$ cat config.mk
export PLATFORM = sky130hd
export DESIGN_NAME = nvrc_host
export DESIGN_NICKNAME = d
export VERILOG_FILES = /design/src/common/nvrc_pkg.sv /design/src/core/nvrc_host.sv /design/src/core/nvrc_seq_rom.sv
export VERILOG_INCLUDE_DIRS = /design/src /design/src/common
export SDC_FILE = /design/constraint.sdc
export NUM_CORES = 1
export LEC_CHECK = 0
export ABC_AREA = 1
export BUFFER_PORTS_ARGS = -buffer_cell sky130_fd_sc_hd__buf_4
export CORE_ASPECT_RATIO = 1.5
export CORE_MARGIN = 2
export CORE_UTILIZATION = 54
export DETAILED_ROUTE_END_ITERATION = 8
export MAX_ROUTING_LAYER = met4
export PLACE_DENSITY_LB_ADDON = 0.08
export SLEW_MARGIN = 20
export SYNTH_ARGS = -nofsm -noshare
export SYNTH_HDL_FRONTEND = slang
export SYNTH_SLANG_ARGS = --single-unit
$ cat constraint.sdc
create_clock -name sys_clk -period 2.9 [get_ports sys_clk]
set_clock_uncertainty 0.05 [all_clocks]
set_input_delay 0.435 -clock sys_clk [delete_from_list [all_inputs] [get_ports sys_clk]]
set_output_delay 0.435 -clock sys_clk [all_outputs]
set_load 0.05 [all_outputs]
$ cat src/common/nvrc_defines.svh
// nvrc_defines.svh: offsets, sequence addresses and timing counts for the
// host-side controller of the nonvolatile static memory.
// assumes a 100 MHz sys_clk; included by bare name.
`ifndef NVRC_DEFINES_SVH
`define NVRC_DEFINES_SVH

// clock period in ns
`define NVRC_CLK_NS 10
// initiation sequence word addresses
`define NVRC_SEQ_A0 13'h0000
`define NVRC_SEQ_A1 13'h1555
`define NVRC_SEQ_A2 13'h0AAA
`define NVRC_SEQ_A3 13'h1FFF
`define NVRC_SEQ_A4 13'h10F0
`define NVRC_SEQ_RECALL 13'h0F0E
`define NVRC_SEQ_STORE 13'h0F0F
// pin cycle phases, ns
`define NVRC_SETUP_NS 10
`define NVRC_ACTIVE_NS 50
`define NVRC_HOLD_NS 10
// least cycles, rounded up
`define NVRC_SETUP_CYC ((`NVRC_SETUP_NS + `NVRC_CLK_NS - 1) / `NVRC_CLK_NS)
`define NVRC_ACTIVE_CYC ((`NVRC_ACTIVE_NS + `NVRC_CLK_NS - 1) / `NVRC_CLK_NS)
`define NVRC_HOLD_CYC ((`NVRC_HOLD_NS + `NVRC_CLK_NS - 1) / `NVRC_CLK_NS)
// nonvolatile cycle times, us (plain defaults)
`define NVRC_SOFT_RECALL_US 20
`define NVRC_POWER_UP_RECALL_US 550
`define NVRC_STORE_US 10000
`define NVRC_US_CYC(us) ((us) * 1000 / `NVRC_CLK_NS)
// counter width
`define NVRC_CNT_W 24
// sequence length
`define NVRC_SEQ_LEN 6

`endif

$ cat src/common/nvrc_pkg.sv
// nvrc_pkg.sv: types for the host-side controller of the memory.
// assumes nvrc_defines.svh is visible on the include path.
package nvrc_pkg;

   // kind of host request
   typedef enum logic [1:0] {
      NVRC_OP_READ = 2'b00,
      NVRC_OP_WRITE = 2'b01,
      NVRC_OP_STORE = 2'b10,
      NVRC_OP_RECALL = 2'b11
   } nvrc_op_e;

   // one user request
   typedef struct packed {
      nvrc_op_e op;
      logic [12:0] word;
      logic [7:0] wdata;
   } nvrc_req_s;

   // memory pin bundle driven by the host
   typedef struct packed {
      logic chip_en_n;
      logic write_en_n;
      logic out_en_n;
      logic [12:0] word_select;
      logic [7:0] data_out;
      logic data_oe;
   } nvrc_pins_s;

   // main sequencer states
   typedef enum logic [2:0] {
      NVRC_ST_POWER = 3'b000,
      NVRC_ST_IDLE = 3'b001,
      NVRC_ST_SETUP = 3'b010,
      NVRC_ST_ACTIVE = 3'b011,
      NVRC_ST_HOLD = 3'b100,
      NVRC_ST_BUSY = 3'b101
   } nvrc_state_e;

endpackage

$ cat src/core/nvrc_host.sv
// nvrc_host.sv: host bus controller driving the memory pins; runs plain
// reads and writes and the six-read store and recall sequences.
// assumes the memory pins are its only view of the part; cap_low comes
// from an outside comparator, asynchronous to sys_clk.
// Notes on behaviour
// [RULE1] recall: six reads ending at 0F0E
// [RULE2] each sequence step is chip-enable-controlled read
// [RULE3] device clears then recalls; host just waits
// [RULE4] no access until recall time elapses
// [RULE5] recall leaves nonvolatile array unchanged
// [RULE6] device latches recall request at power-up
// [RULE7] power-up recall lasts hardware recall time
// [RULE8] no write state when power-up recall ends
// [RULE9] low storage voltage ignores store and writes
// [RULE10] six addresses consecutive, in listed order
// [RULE11] write enable high through all six cycles
// [RULE12] store: same five, sixth read 0F0F
// [RULE13] intervening access aborts the sequence
// [RULE14] store disables part for store time
// [RULE15] output enable level does not matter
// [RULE16] detector restarts at first address afterwards
`timescale 1ns/1ps
`default_nettype none
`include "nvrc_defines.svh"
module nvrc_host #(
   parameter int unsigned SOFT_RECALL_CYC = `NVRC_US_CYC(`NVRC_SOFT_RECALL_US),
   parameter int unsigned POWER_UP_RECALL_CYC = `NVRC_US_CYC(`NVRC_POWER_UP_RECALL_US),
   parameter int unsigned STORE_CYC = `NVRC_US_CYC(`NVRC_STORE_US)
) (
   input wire logic sys_clk,
   input wire logic nrst,
   input wire logic req_valid,
   input wire nvrc_pkg::nvrc_req_s req,
   output logic req_ready,
   output logic rsp_valid,
   output logic [7:0] rsp_data,
   output logic rsp_refused,
   input wire logic cap_low,
   output nvrc_pkg::nvrc_pins_s pins,
   input wire logic [7:0] data_in
);
   // cycle counter width and phase loads
   localparam logic [`NVRC_CNT_W-1:0] SETUP_N = `NVRC_CNT_W'(`NVRC_SETUP_CYC);
   localparam logic [`NVRC_CNT_W-1:0] ACTIVE_N = `NVRC_CNT_W'(`NVRC_ACTIVE_CYC);
   localparam logic [`NVRC_CNT_W-1:0] HOLD_N = `NVRC_CNT_W'(`NVRC_HOLD_CYC);
   localparam logic [`NVRC_CNT_W-1:0] SREC_N = `NVRC_CNT_W'(SOFT_RECALL_CYC);
   localparam logic [`NVRC_CNT_W-1:0] PREC_N = `NVRC_CNT_W'(POWER_UP_RECALL_CYC);
   localparam logic [`NVRC_CNT_W-1:0] STORE_N = `NVRC_CNT_W'(STORE_CYC);

   // a count expires when it reaches one
   function automatic logic cnt_done(input logic [`NVRC_CNT_W-1:0] c);
      cnt_done = (c <= `NVRC_CNT_W'(1));
   endfunction

   nvrc_pkg::nvrc_state_e state_q, state_d;
   logic [`NVRC_CNT_W-1:0] cnt_q, cnt_d; // phase timer
   nvrc_pkg::nvrc_req_s cur_q; // request being served
   logic [2:0] step_q; // sequence step index
   logic [2:0] cap_sync_q; // cap_low synchroniser, three stages
   logic cap_low_q; // filtered low-voltage level
   logic [12:0] seq_word; // table output for current step
   nvrc_pkg::nvrc_req_s cur_d; // request held after this edge
   logic [2:0] step_d; // step index after this edge

   // sequence address table
   nvrc_seq_rom u_rom (
      .sys_clk(sys_clk),
      .nrst(nrst),
      // fed the next index, so its registered word always matches step_q
      .idx(step_d),
      .store_sel(cur_d.op == nvrc_pkg::NVRC_OP_STORE),
      .word_q(seq_word)
   );

   // low-voltage input: level changes once stages two and three agree
   always_ff @(posedge sys_clk or negedge nrst) begin
      if (!nrst) begin
         cap_sync_q <= 3'h7;
         cap_low_q <= 1'b1;
      end else begin
         cap_sync_q <= {cap_sync_q[1:0], cap_low};
         if (cap_sync_q[1] == cap_sync_q[2]) begin
            cap_low_q <= cap_sync_q[2];
         end
      end
   end

   // decodes of the current request
   wire is_seq = cur_q.op[1];
   wire is_write = (cur_q.op == nvrc_pkg::NVRC_OP_WRITE);
   wire last_step = (step_q == 3'(`NVRC_SEQ_LEN - 1));
   // RULE9 store and writes refused while storage voltage low
   wire refuse_new = cap_low_q && (req.op == nvrc_pkg::NVRC_OP_WRITE ||
                                   req.op == nvrc_pkg::NVRC_OP_STORE);
   wire take = (state_q == nvrc_pkg::NVRC_ST_IDLE) && req_valid;
   wire [`NVRC_CNT_W-1:0] nv_time =
      (cur_q.op == nvrc_pkg::NVRC_OP_STORE) ? STORE_N : SREC_N;
   // sequence moves on when a step's hold phase ends
   wire step_adv = (state_q == nvrc_pkg::NVRC_ST_HOLD) && cnt_done(cnt_q) && is_seq &&
                   !last_step;
   // next request, shared by registers, table and pin decode
   assign cur_d = take ? req : cur_q;
   // RULE16 every sequence starts at the first address
   assign step_d = take ? 3'h0 : (step_adv ? step_q + 3'h1 : step_q);

   // next-state logic
   always_comb begin
      state_d = state_q;
      cnt_d = cnt_q;
      if (!cnt_done(cnt_q)) begin
         cnt_d = cnt_q - `NVRC_CNT_W'(1);
      end
      case (state_q)
         // RULE7 wait out power-up recall before any access
         nvrc_pkg::NVRC_ST_POWER: begin
            if (cnt_done(cnt_q)) begin
               state_d = nvrc_pkg::NVRC_ST_IDLE;
            end
         end
         nvrc_pkg::NVRC_ST_IDLE: begin
            if (take && !refuse_new) begin
               state_d = nvrc_pkg::NVRC_ST_SETUP;
               cnt_d = SETUP_N;
            end
         end
         // plain-access address settles with chip enable high; a sequence address reaches the pins on the edge chip enable falls
         nvrc_pkg::NVRC_ST_SETUP: begin
            if (cnt_done(cnt_q)) begin
               state_d = nvrc_pkg::NVRC_ST_ACTIVE;
               cnt_d = ACTIVE_N;
            end
         end
         nvrc_pkg::NVRC_ST_ACTIVE: begin
            if (cnt_done(cnt_q)) begin
               state_d = nvrc_pkg::NVRC_ST_HOLD;
               cnt_d = HOLD_N;
            end
         end
         nvrc_pkg::NVRC_ST_HOLD: begin
            if (cnt_done(cnt_q)) begin
               // RULE10 steps follow back to back
               if (is_seq && !last_step) begin
                  state_d = nvrc_pkg::NVRC_ST_SETUP;
                  cnt_d = SETUP_N;
               // RULE4 RULE14 hold off for nonvolatile cycle
               end else if (is_seq) begin
                  state_d = nvrc_pkg::NVRC_ST_BUSY;
                  cnt_d = nv_time;
               end else begin
                  state_d = nvrc_pkg::NVRC_ST_IDLE;
               end
            end
         end
         nvrc_pkg::NVRC_ST_BUSY: begin
            if (cnt_done(cnt_q)) begin
               state_d = nvrc_pkg::NVRC_ST_IDLE;
            end
         end
         default: begin
            state_d = nvrc_pkg::NVRC_ST_IDLE;
         end
      endcase
   end

   // state and timer registers
   always_ff @(posedge sys_clk or negedge nrst) begin
      if (!nrst) begin
         // RULE6 reset stands for the power-up recall request
         state_q <= nvrc_pkg::NVRC_ST_POWER;
         cnt_q <= PREC_N;
      end else begin
         state_q <= state_d;
         cnt_q <= cnt_d;
      end
   end

   // request capture and step counter
   always_ff @(posedge sys_clk or negedge nrst) begin
      if (!nrst) begin
         cur_q <= '0;
         step_q <= 3'h0;
      end else begin
         cur_q <= cur_d;
         step_q <= step_d;
      end
   end

   // pin drive, all registered
   wire in_cycle = (state_q == nvrc_pkg::NVRC_ST_ACTIVE);
   // decoded from the request held after this edge, so a take never
   // launches pins with the previous request's kind or data
   wire is_seq_d = cur_d.op[1];
   wire is_write_d = (cur_d.op == nvrc_pkg::NVRC_OP_WRITE);
   always_ff @(posedge sys_clk or negedge nrst) begin
      if (!nrst) begin
         // RULE8 write enable held high through power-up recall
         pins <= '{chip_en_n: 1'b1, write_en_n: 1'b1, out_en_n: 1'b1,
                   word_select: 13'h0000, data_out: 8'h00, data_oe: 1'b0};
      end else begin
         // RULE2 chip enable frames each step, address stable while it is low
         pins.chip_en_n <= !(state_d == nvrc_pkg::NVRC_ST_ACTIVE);
         // RULE11 write enable stays high on sequence reads
         pins.write_en_n <= !(state_d == nvrc_pkg::NVRC_ST_ACTIVE && is_write_d);
         // RULE15 output enable not needed for sequence reads
         pins.out_en_n <= !(state_d == nvrc_pkg::NVRC_ST_ACTIVE && !is_seq_d && !is_write_d);
         // RULE1 RULE12 sequence addresses from table
         pins.word_select <= is_seq_d ? seq_word : cur_d.word;
         pins.data_out <= cur_d.wdata;
         pins.data_oe <= (state_d != nvrc_pkg::NVRC_ST_IDLE) && is_write_d &&
                         (state_d != nvrc_pkg::NVRC_ST_BUSY);
      end
   end

   // user-side answers
   always_ff @(posedge sys_clk or negedge nrst) begin
      if (!nrst) begin
         req_ready <= 1'b0;
         rsp_valid <= 1'b0;
         rsp_data <= 8'h00;
         rsp_refused <= 1'b0;
      end else begin
         req_ready <= (state_d == nvrc_pkg::NVRC_ST_IDLE) && !take;
         rsp_refused <= take && refuse_new;
         // RULE13 no other access can slip into a sequence
         rsp_valid <= (take && refuse_new) ||
                      ((state_q == nvrc_pkg::NVRC_ST_HOLD) && cnt_done(cnt_q) && !is_seq) ||
                      ((state_q == nvrc_pkg::NVRC_ST_BUSY) && cnt_done(cnt_q));
         // read data caught at end of the active phase
         if (in_cycle && cnt_done(cnt_q) && !is_seq && !is_write) begin
            rsp_data <= data_in;
         end
      end
   end
   // RULE3 RULE5 device-internal; host only times them
endmodule
`default_nettype wire

$ cat src/core/nvrc_seq_rom.sv
// nvrc_seq_rom.sv: six-entry table of initiation sequence addresses.
// assumes a registered read is fine: caller waits one clock after index.
`timescale 1ns/1ps
`default_nettype none
`include "nvrc_defines.svh"
module nvrc_seq_rom (
   input wire logic sys_clk,
   input wire logic nrst,
   input wire logic [2:0] idx,
   input wire logic store_sel,
   output logic [12:0] word_q
);
   // combinational table lookup
   logic [12:0] word_d;
   always_comb begin
      case (idx)
         3'h0: word_d = `NVRC_SEQ_A0;
         3'h1: word_d = `NVRC_SEQ_A1;
         3'h2: word_d = `NVRC_SEQ_A2;
         3'h3: word_d = `NVRC_SEQ_A3;
         3'h4: word_d = `NVRC_SEQ_A4;
         // last step chooses the operation
         3'h5: word_d = store_sel ? `NVRC_SEQ_STORE : `NVRC_SEQ_RECALL;
         default: word_d = `NVRC_SEQ_A0;
      endcase
   end
   // registered read data
   always_ff @(posedge sys_clk or negedge nrst) begin
      if (!nrst) begin
         word_q <= 13'h0000;
      end else begin
         word_q <= word_d;
      end
   end
endmodule
`default_nettype wire

=== Yosys cells after proc, flatten, opt, wreduce, memory -nomap -nowiden ===
Index checks and enable logic that the tools add are counted.

* $add $sub $neg: 2
* $lt $le $gt $ge: 1
* Equal/unequal tests: 22
* Muxes and demuxes: 23
* Reductions and logical operators: 34

{| class="wikitable"
|+ Operators with widths
! operator !! number
|-
| $mux 24 || 7
|-
| $pmux 24 s4 || 1
|-
| $pmux 13 s5 || 1
|-
| $mux 3 || 9
|-
| $le 24x1->1 const B || 1
|-
| $sub 24x1->24 const B || 1
|-
| $mux 23 || 1
|-
| $mux 20 || 1
|-
| $logic_and 1x1->1 || 19
|-
| $eq 3x2->1 const B || 5
|-
| $eq 3x3->1 const B || 5
|-
| $pmux 3 s5 || 1
|-
| $mux 13 || 1
|-
| $logic_not 1->1 || 10
|-
| $eq 3x1->1 const B || 3
|-
| $eq 2x1->1 const B || 3
|-
| $eq 2x2->1 const B || 3
|-
| $add 3x1->3 const B || 1
|-
| $logic_not 3->1 || 1
|-
| $logic_or 1x1->1 || 3
|-
| $ne 3x1->1 const B || 1
|-
| $ne 3x3->1 const B || 1
|-
| $reduce_or 2->1 || 1
|-
| $eq 1x1->1 || 1
|-
| $mux 1 || 1
|}

* Flip-flop bits (word level): 98
* Bits of input ports: 35
* Output and inout bits: 36

=== Depth between registers and ports, before layout ===
Gate-level depths: netlist of run 1.

* Word-level depth: 11
* Gate-level depth with buffers: 15
* Depth with buffers taken out: 15

=== Hierarchy ===
A second synthesis of run 1 with hierarchy kept.

* Cells, all modules: 521
* Area total of the unflattened synthesis: 4580.6 um2

{| class="wikitable"
|+ Modules (own cells, without submodules)
! module !! times used !! cells each !! area each (um2) !! sequential area each (um2)
|-
| nvrc_host || 1 || 482 || 4274.1 || 2147.1
|-
| nvrc_seq_rom || 1 || 39 || 306.5 || 125.1
|}

=== Least setup slack after synthesis of run 1 ===
Ideal clock, no wire load.

* Path type: register -> register
* Start: reg cnt_q[0]
* End: reg cnt_q[0]
* Setup time: 0.130 ns
* Arrival: 1.836 ns
* Slack: 0.884 ns
* Stages on the path, launching flop included: 14
* Buffers on the path: 1
* Period minus slack after synthesis: 2.016 ns
* Cells stage by stage: dfrtp_1 > inv_1 > ha_1 > inv_2 > nand2_1 > nand2_1 > nor2_1 > nand2_1 > nor2_4 > buf_6 > inv_1 > ha_1 > nand4_1 > nand4_1

* Longest elaborated chain between the ends: 6
* Elaborated cells between the ends (all ways): 10

{| class="wikitable"
|+ RTL lines
! item !! RTL line !! source
|-
| start, declared || nvrc_host.sv:56 || <nowiki>logic [`NVRC_CNT_W-1:0] cnt_q, cnt_d;</nowiki>
|-
| start signal, assigned || nvrc_host.sv:173 || <nowiki>cnt_q <= cnt_d;</nowiki>
|-
| $sub 24x1->24 or $le 24x1->1 (tied branches) || nvrc_host.sv:111, nvrc_host.sv:52 ||
|-
| $mux 24 || nvrc_host.sv:110 || <nowiki>if (!cnt_done(cnt_q)) begin</nowiki>
|-
| $mux 24 || nvrc_host.sv:146 || <nowiki>end else if (is_seq) begin</nowiki>
|-
| $mux 24 || nvrc_host.sv:142 || <nowiki>if (is_seq && !last_step) begin</nowiki>
|-
| $mux 24 || nvrc_host.sv:140 || <nowiki>if (cnt_done(cnt_q)) begin</nowiki>
|-
| $pmux 24 s4 (*) || nvrc_host.sv:113 || <nowiki>case (state_q)</nowiki>
|-
| net cnt_d[0] || nvrc_host.sv:56 ||
|}

The timed path passes the listed nets; every way through them passes the cells marked *.
A chain may end at the register's enable or synchronous reset.

=== Worst setup path after layout of run 1 ===
* Start: reg cnt_q[0]
* End: reg u_rom.word_q[6]

* Longest elaborated chain between the ends: 8
* Elaborated cells between the ends (all ways): 12

{| class="wikitable"
|+ RTL lines
! item !! RTL line !! source
|-
| $le 24x1->1 (*) || nvrc_host.sv:52 || <nowiki>cnt_done = (c <= `NVRC_CNT_W'(1));</nowiki>
|-
| $logic_and 1x1->1 (*) (3 in series) || nvrc_host.sv:99 || <nowiki>wire step_adv = (state_q == nvrc_pkg::NVRC_ST_HOLD) && cnt_done(cnt_q) && is_seq &&</nowiki>
|-
| $mux 3 (*) (2 in series) || nvrc_host.sv:104 || <nowiki>assign step_d = take ? 3'h0 : (step_adv ? step_q + 3'h1 : step_q);</nowiki>
|-
| net step_d[1] || nvrc_host.sv:63 || <nowiki>logic [2:0] step_d;</nowiki>
|-
| $eq 3x3->1, or another cell as far along || nvrc_seq_rom.sv:16 || <nowiki>case (idx)</nowiki>
|-
| $pmux 13 s5 (*) || nvrc_seq_rom.sv:16 ||
|-
| end signal, assigned || nvrc_seq_rom.sv:32 || <nowiki>word_q <= word_d;</nowiki>
|-
| end, declared || nvrc_seq_rom.sv:11 || <nowiki>output logic [12:0] word_q</nowiki>
|}

Marked as above.

==> results.cfg, run 1 <==
[worst_setup_path]
critPathMaxFanout = 14
crit_path_start_kind = flip-flop
critPathRequiredTime_ns = 3.09
worstSetupEndpointType = flip-flop
reg2reg_slack_ns = 0.56
slowest_delay_ns = 0.42
r2r-end = u_rom.word_q[6]$_DFF_PN0_
reg2reg_depth = 15
r2r_start = cnt_q[0]$_DFF_PN0_
crit_family = simple AND/OR/NAND/NOR gates
cp.arrival_ns = 2.53
cpMostUsedCell = nand2_1
critPathKind = flip-flop to flip-flop
critPathBufInv = 3
crit_chain = inv_1, ha_1, inv_2, nand2_1, nand2_1, nor2_1, nand2_1, nor2_4, nand3_2, nand2_1, nand3_2, inv_2, nand2_1, nand2_1, nor2_1
cp_slowest_cell = dfrtp_1

[cells_and_area]
final_nets = 648
syn2layout_area_growth_pct = 19.2
antenna_cells = 0
fin_area_mm2 = 0.00551
drive_gt1_frac = 0.282
n_fill_cell = 730

[place]
hpwl_um = 8200
port_buffers = 70
gp_congestion = 0.918
place_area_mm2 = 0.00520

[die]
core_area_mm2 = 0.00836
start_util = 0.553
die-area_mm2 = 0.00933
ios = 71
rows = 41
die_h_um = 117
die_w_um = 79.5

[synth]
ys_warn_count = 0
synth_area_mm2 = 0.00462
yosys.area.top_type_share = 0.401
synth-seq-cells = 90
syn_avg_cell_area_um2 = 8.54
synthCells = 541
yosys.cell_types.count = 39
synthTopCellsByArea = dfrtp_1 40%, nand2_1 13%, dfstp_2 9.1%
synth_top_area_cell = dfrtp_1
yosysSeqAreaShare = 0.492
syn_nets = 581

[clocking]
cts_setup_buffers = 0
ctsHoldBuffers = 0
clk_latency_ns = 0.34
numCtsBuffers = 9
root_buffer = clkbuf_16
path_clk_slew_ns = 0.06
cts.sinks = 90
cts_tree = yes
clockBufferDepth = 2
ctsResizeCount = 0
cts_max_level = 3

[sta]
fmax_mhz = 427
slew_violations = 0
fin_setup_tns_ns = 0
rsz0062_at_grt = no
fin_crit_ns = 2.34
setup_viol = 0
relSlewSlack = 0.584
hold_violations = 0
worst-slew-pin-transition_ns = 0.624
min_period_over_period = 0.808

[routing]
dr_wl_met2_um = 5930
firstDrtPassIters = 4
drt-met1-wl_um = 4130
totalWireLength_um = 10900
postRouteAntennaNets = 0
drc_errors = 0
avgViaCountPerCell = 5.17
dr.max_layer_used = met4
wl_met3_um = 378
vias = 3721
drt_iter0_markers = 188
post_drt_wl_per_cell_um = 15.1

[power_and_ir_drop]
power.density_mw_per_mm2 = 463
leakagePower_nw = 2.84
ir_drop_uv = 389

[global_route]
grt_pass1_vias = 3853
grt-ovfl-total = 0
grt_max_degree = 47
antenna_found_initial = 0
grt_pass1_wl_um = 18400
grtUsageTotal = 0.263

[min_path]
min_path_type = primary input to async pin

[outcome]
outcome = finished, final reports clean

[job]
drv_cap = 0
-- where the power goes --
group	total (mW)	internal, mW	switching (mW)
Clock	1.21	0.737	0.478
Combinational	0.0704	0.0339	0.0366
Sequential	1.26	1.26	0.00188
-- sequential cells by signal, indices dropped and copies added (netlist names) --
signal,flops
cap_low_q,1
cap_sync_q,3
cnt_q,24
cur_q,15
pins,25
req_ready,1
rsp_data,8
rsp_refused,1
rsp_valid,1
state_q,3
step_q,3
u_rom.word_q,5
-- cells by family after synthesis --
| family | count (synthesis) | share of synthesized area |
|---|---|---|
| flip-flops | 90 | 0.492 |
| XOR/XNOR | 22 | 0.0417 |
| AO/OA/AOI/OAI | 42 | 0.0631 |
| buffers and inverters | 77 | 0.0755 |
| AND/OR/NAND/NOR | 304 | 0.312 |
| adder cells (fa/ha/maj) | 6 | 0.0157 |
-- cell usage in the layout, fill, tap and decap left out, types with 6 or more instances in the layout --
master / netlist / final
a21oi_1: 8 / 8
nand2_1: 158 / 158
inv_1: 47 / 47
inv_2: 11 / 11
nor3_1: 15 / 15
nand2_4: 6 / 6
nand4_1: 9 / 9
nand2_2: 11 / 11
dfrtp_1: 74 / 74
clkbuf_16: 0 / 9
dfstp_2: 16 / 16
o21ai_2: 10 / 10
buf_4: 8 / 73
nand3_1: 20 / 20
nor2_2: 10 / 10
nor2_1: 58 / 58
xor2_1: 18 / 18
nor2_4: 8 / 8
-- layer usage --
| layer | track usage | vias to the layer above |
|---|---|---|
| li1 | - | 1827 |
| met1 | 0.289 | 1758 |
| met2 | 0.445 | 108 |
| met3 | 0.0492 | 28 |
| met4 | 0.134 | 0 |
| met5 | - | - |
-- cells in the mapped netlist, drive strengths merged --
library cell  instances
a31oi                 2
and3                  1
clkbuf                1
ha                    5
maj3                  1
o211ai                3
xor2                 18
o21ai                21
o31ai                 5
nand2               175
inv                  58
dfstp                16
buf                  17
dfrtp                74
clkinv                1
nand3                23
nand4                12
xnor2                 4
nor3                 16
a22oi                 1
a21oi                10
or2                   1
nor2                 76
-- metrics by stage --
stage / hold slack (ns) / power, mW / worst slack, ns / utilization / std cells
finish: 0.0497 / 2.55 / 0.558 / 0.659 / 720
detailed placement: 0.298 / 1.36 / 0.576 / 0.621 / 704
floorplan: 0.0894 / 1.29 / 0.884 / - / 541
global placement: 0.297 / 1.36 / 0.656 / 0.621 / 704
CTS: 0.0648 / 2.57 / 0.561 / 0.659 / 720
global route: 0.0951 / 2.63 / 0.310 / 0.659 / 720
-- worst max path at each step --
stage / start / endpoint / slack (ns) / depth (start not counted)
6_report: cnt_q[0]$_DFF_PN0_ / u_rom.word_q[6]$_DFF_PN0_ / 0.56 / 15
5_1_grt: cnt_q[0]$_DFF_PN0_ / u_rom.word_q[11]$_DFF_PN0_ / 0.31 / 14
4_1_cts: cnt_q[0]$_DFF_PN0_ / u_rom.word_q[6]$_DFF_PN0_ / 0.56 / 15
3_5_place_dp: cnt_q[0]$_DFF_PN0_ / u_rom.word_q[6]$_DFF_PN0_ / 0.58 / 15
3_3_place_gp: cnt_q[0]$_DFF_PN0_ / u_rom.word_q[6]$_DFF_PN0_ / 0.66 / 15
2_1_floorplan: cnt_q[0]$_DFF_PN0_ / cnt_q[0]$_DFF_PN0_ / 0.88 / 13
-- cell type report --
cell class	instances	area, um^2	area share
Inverter	59	221	0.0402
Clock inverter	4	48.8	0.00885
Timing Repair Buffer	74	568	0.103
Tap cell	107	134	0.0243
Sequential cell	90	2270	0.412
Clock buffer	12	267	0.0484
Multi-Input combinational cell	374	2000	0.363
(Power assumes the default switching activity.)
==> run 2: changes to the inputs <==
- ABC_AREA: 1 -> 0
- CORE_UTILIZATION: 54 -> 50
- clock period: 2.9 -> 2.1 ns (I/O delays scaled with it)
==> results.cfg, run 2 <==
[synth]
ys_warn_count = 0
synthCells = 394
yosys.area.top_type_share = 0.447
synth_area_mm2 = 0.00414
syn_avg_cell_area_um2 = 10.5
synth_top_area_cell = dfrtp_1
synth_ff_type = dfrtp_1
synth-seq-cells = 90
yosysSeqAreaShare = 0.548
synthTopCellsByCount = 78 x nand2_1, 74 x dfrtp_1, 35 x nor2_1, 17 x xnor2_1, 16 x dfstp_2
synthTopCellsByArea = dfrtp_1 45%, dfstp_2 10%, nand2_1 7.1%
async_reset_ff_frac = 1.00
yosysMostFrequentCell = nand2_1
synth_edf_count = 0
yosys.cell_types.count = 52
syn_nets = 434

[sta]
fmax_mhz = 432
fin_crit_ns = 2.32
slew_violations = 0
rsz0062_at_grt = yes
relSlewSlack = 0.676
worst_slack_ns = -0.215
min_period_over_period = 1.10
setup_viol = 40
worst-slew-pin-transition_ns = 0.485
hold_violations = 0

[power_and_ir_drop]
ir_drop_uv = 545
clockPowerShare = 0.320
p_switching_mw = 1.37
power_switching_share = 0.297
power.density_mw_per_mm2 = 742
combPwrFrac = 0.231
power_frac_seq = 0.448
leakagePower_nw = 2.85
p_total_mw = 4.60
p_int_mw = 3.23

[clocking]
cts_max_level = 3
cts.sinks = 90
numCtsBuffers = 9
cts_tree = yes
path_clk_slew_ns = 0.07
clockBufferDepth = 2
clk_latency_ns = 0.34
root_buffer = clkbuf_16

[cells_and_area]
antenna_cells = 0
drive_gt1_frac = 0.540
layout_common_cells = 152 x buf_4, 77 x nand2_1, 73 x dfrtp_1, 20 x nor2_1, 16 x dfstp_2
fin_util = 0.775
n_fill_cell = 541
largestRegisters = pins (25), cnt_q (24), cur_q (15)
largest_reg_flops = 25
syn2layout_area_growth_pct = 49.8
largest-register = pins
multi_input_area_mm2 = 0.00217
layout_commonest_cell = buf_4
final_nets = 591
regArea_mm2 = 0.00227

[outcome]
violations = setup timing
outcome = finished with violations

[worst_setup_path]
r2r_start = cnt_q[14]$_DFF_PN1_
crit_family = simple AND/OR/NAND/NOR gates
critPathRequiredTime_ns = 2.33
r2r-end = u_rom.word_q[7]$_DFF_PN0_
crit_path_start_kind = flip-flop
critPathMaxFanout = 3
crit_chain = nor4_4, nand4_2, nor4_4, mux2_4, or4b_4, nand2_1
cp_slowest_cell = or4b_4
slowest_delay_ns = 0.54
worstSetupEndpointType = flip-flop
critPathBufInv = 0
cp.arrival_ns = 2.54
reg2reg_slack_ns = -0.22
cpMostUsedCell = nor4_4
reg2reg_depth = 6
critPathKind = flip-flop to flip-flop

[place]
gp_congestion = 0.871
port_buffers = 70
hpwl_um = 7010

[global_route]
grt_pass1_vias = 3556
antenna_found_initial = 0
grt_pass1_wl_um = 16800
grtUsageTotal = 0.253
grt_max_degree = 40
grt-ovfl-total = 0

[routing]
vias = 3484
post_drt_wl_per_cell_um = 16.8
drc_errors = 0
avgViaCountPerCell = 5.27
drt_iter0_markers = 175
firstDrtPassIters = 4
postRouteAntennaNets = 0
totalWireLength_um = 11100

[job]
drv_cap = 0

[min_path]
hold_path_end = cap_sync_q[0]$_DFF_PN1_
min_delay_path_depth = 1
hp-start = cap_low
min_path_type = primary input to flip-flop

[die]
die_h_um = 115
die-area_mm2 = 0.00904
start_util = 0.517
core_area_mm2 = 0.00801
rows = 40
ios = 71
die_w_um = 78.3
run 2: cell count changes in the layout (fill, tap and decap cells not counted), moves of 10 or more:
| cell | delta |
|---|---|
| nor2_1 | -38 |
| buf_4 | +79 |
| nor3_1 | -12 |
| xor2_1 | -10 |
| nand3_1 | -14 |
| inv_1 | -39 |
| nand2_1 | -81 |
| o21ba_2 | +12 |
| nand2_2 | -11 |
run 2: kinds of logic after synthesis:
family,share of synthesized area
simple gates,0.212
mux,0.0320
xor+xnor,0.0571
buf+inv,0.0356
fa+ha+maj,0.0175
compound gates,0.0970
flops,0.548
run 2: metrics by stage:
step | setup slack, ns | setup TNS [ns] | std cells | hold slack (ns) | instance area, um^2
2_1_floorplan | -0.183 | -0.396 | 394 | -0.0306 | 4170
4_1_cts | -0.171 | -2.27 | 656 | 0.0151 | 5890
3_5_place_dp | -0.280 | -4.11 | 627 | 0.262 | 5320
3_3_place_gp | -0.187 | -2.65 | 627 | 0.259 | 5320
5_1_grt | -0.343 | -8.21 | 661 | 0.0127 | 6200
6_report | -0.215 | -4.24 | 661 | 0.0256 | 6200
run 2: worst max-delay path by stage:
| stage | start | end | slack [ns] | depth (start not counted) |
|---|---|---|---|---|
| detailed placement | cnt_q[16]$_DFF_PN0_ | u_rom.word_q[6]$_DFF_PN0_ | -0.28 | 6 |
| global route | cnt_q[0]$_DFF_PN0_ | cnt_q[21]$_DFF_PN0_ | -0.34 | 10 |
| CTS | cnt_q[21]$_DFF_PN0_ | u_rom.word_q[6]$_DFF_PN0_ | -0.17 | 7 |
| global placement | cnt_q[19]$_DFF_PN0_ | cnt_q[8]$_DFF_PN0_ | -0.19 | 8 |
| finish | cnt_q[14]$_DFF_PN1_ | u_rom.word_q[7]$_DFF_PN0_ | -0.22 | 6 |
| floorplan | cnt_q[16]$_DFF_PN0_ | u_rom.word_q[6]$_DFF_PN0_ | -0.18 | 6 |
run 2: worst reg2reg max path, delay by kind of cell, from the launching register on:
family,cells,cell delay (ns)
muxes,1,0.34
DFF,1,0.38
and+or+nand+nor,5,1.48
run 2: per-layer routing:
layer	GRT usage	routed length, um	part of all wire	vias up
li1	-	-	-	1643
met2	0.447	6280	0.57	104
met4	0.120	267	0.024	0
met1	0.271	4140	0.37	1710
met3	0.0514	390	0.035	27
met5	-	0	0	-
run 2: power by group through the flow:
stage	clock [mW]	sequential, mW	combinational (mW)
after CTS	1.50	2.04	0.955
after global routing	1.58	2.08	1.14
after detailed placement	0	2.06	0.894
after floorplan	0	2.20	0.342
final	1.47	2.06	1.07
after global placement	0	2.06	0.879
run 2: final cells by class:
| cell class | count | share of cell area |
|---|---|---|
| inverter | 10 | 0.00605 |
| clock buffer | 11 | 0.0375 |
| multi-input combinational | 274 | 0.350 |
| timing repair buffer | 166 | 0.212 |
| tap | 105 | 0.0212 |
| sequential | 90 | 0.366 |
| clock inverter | 5 | 0.00605 |
run 2: what timing repair did:
item | 4_1_cts | 5_1_grt
pin swaps | 25 | 38
hold endpoints to repair | 35 | 0
resized for setup | 55 | 57
gates cloned | 1 | 0
buffers inserted | 11 | 5
setup endpoints to repair | 39 | 45
hold buffers | 1 | 0
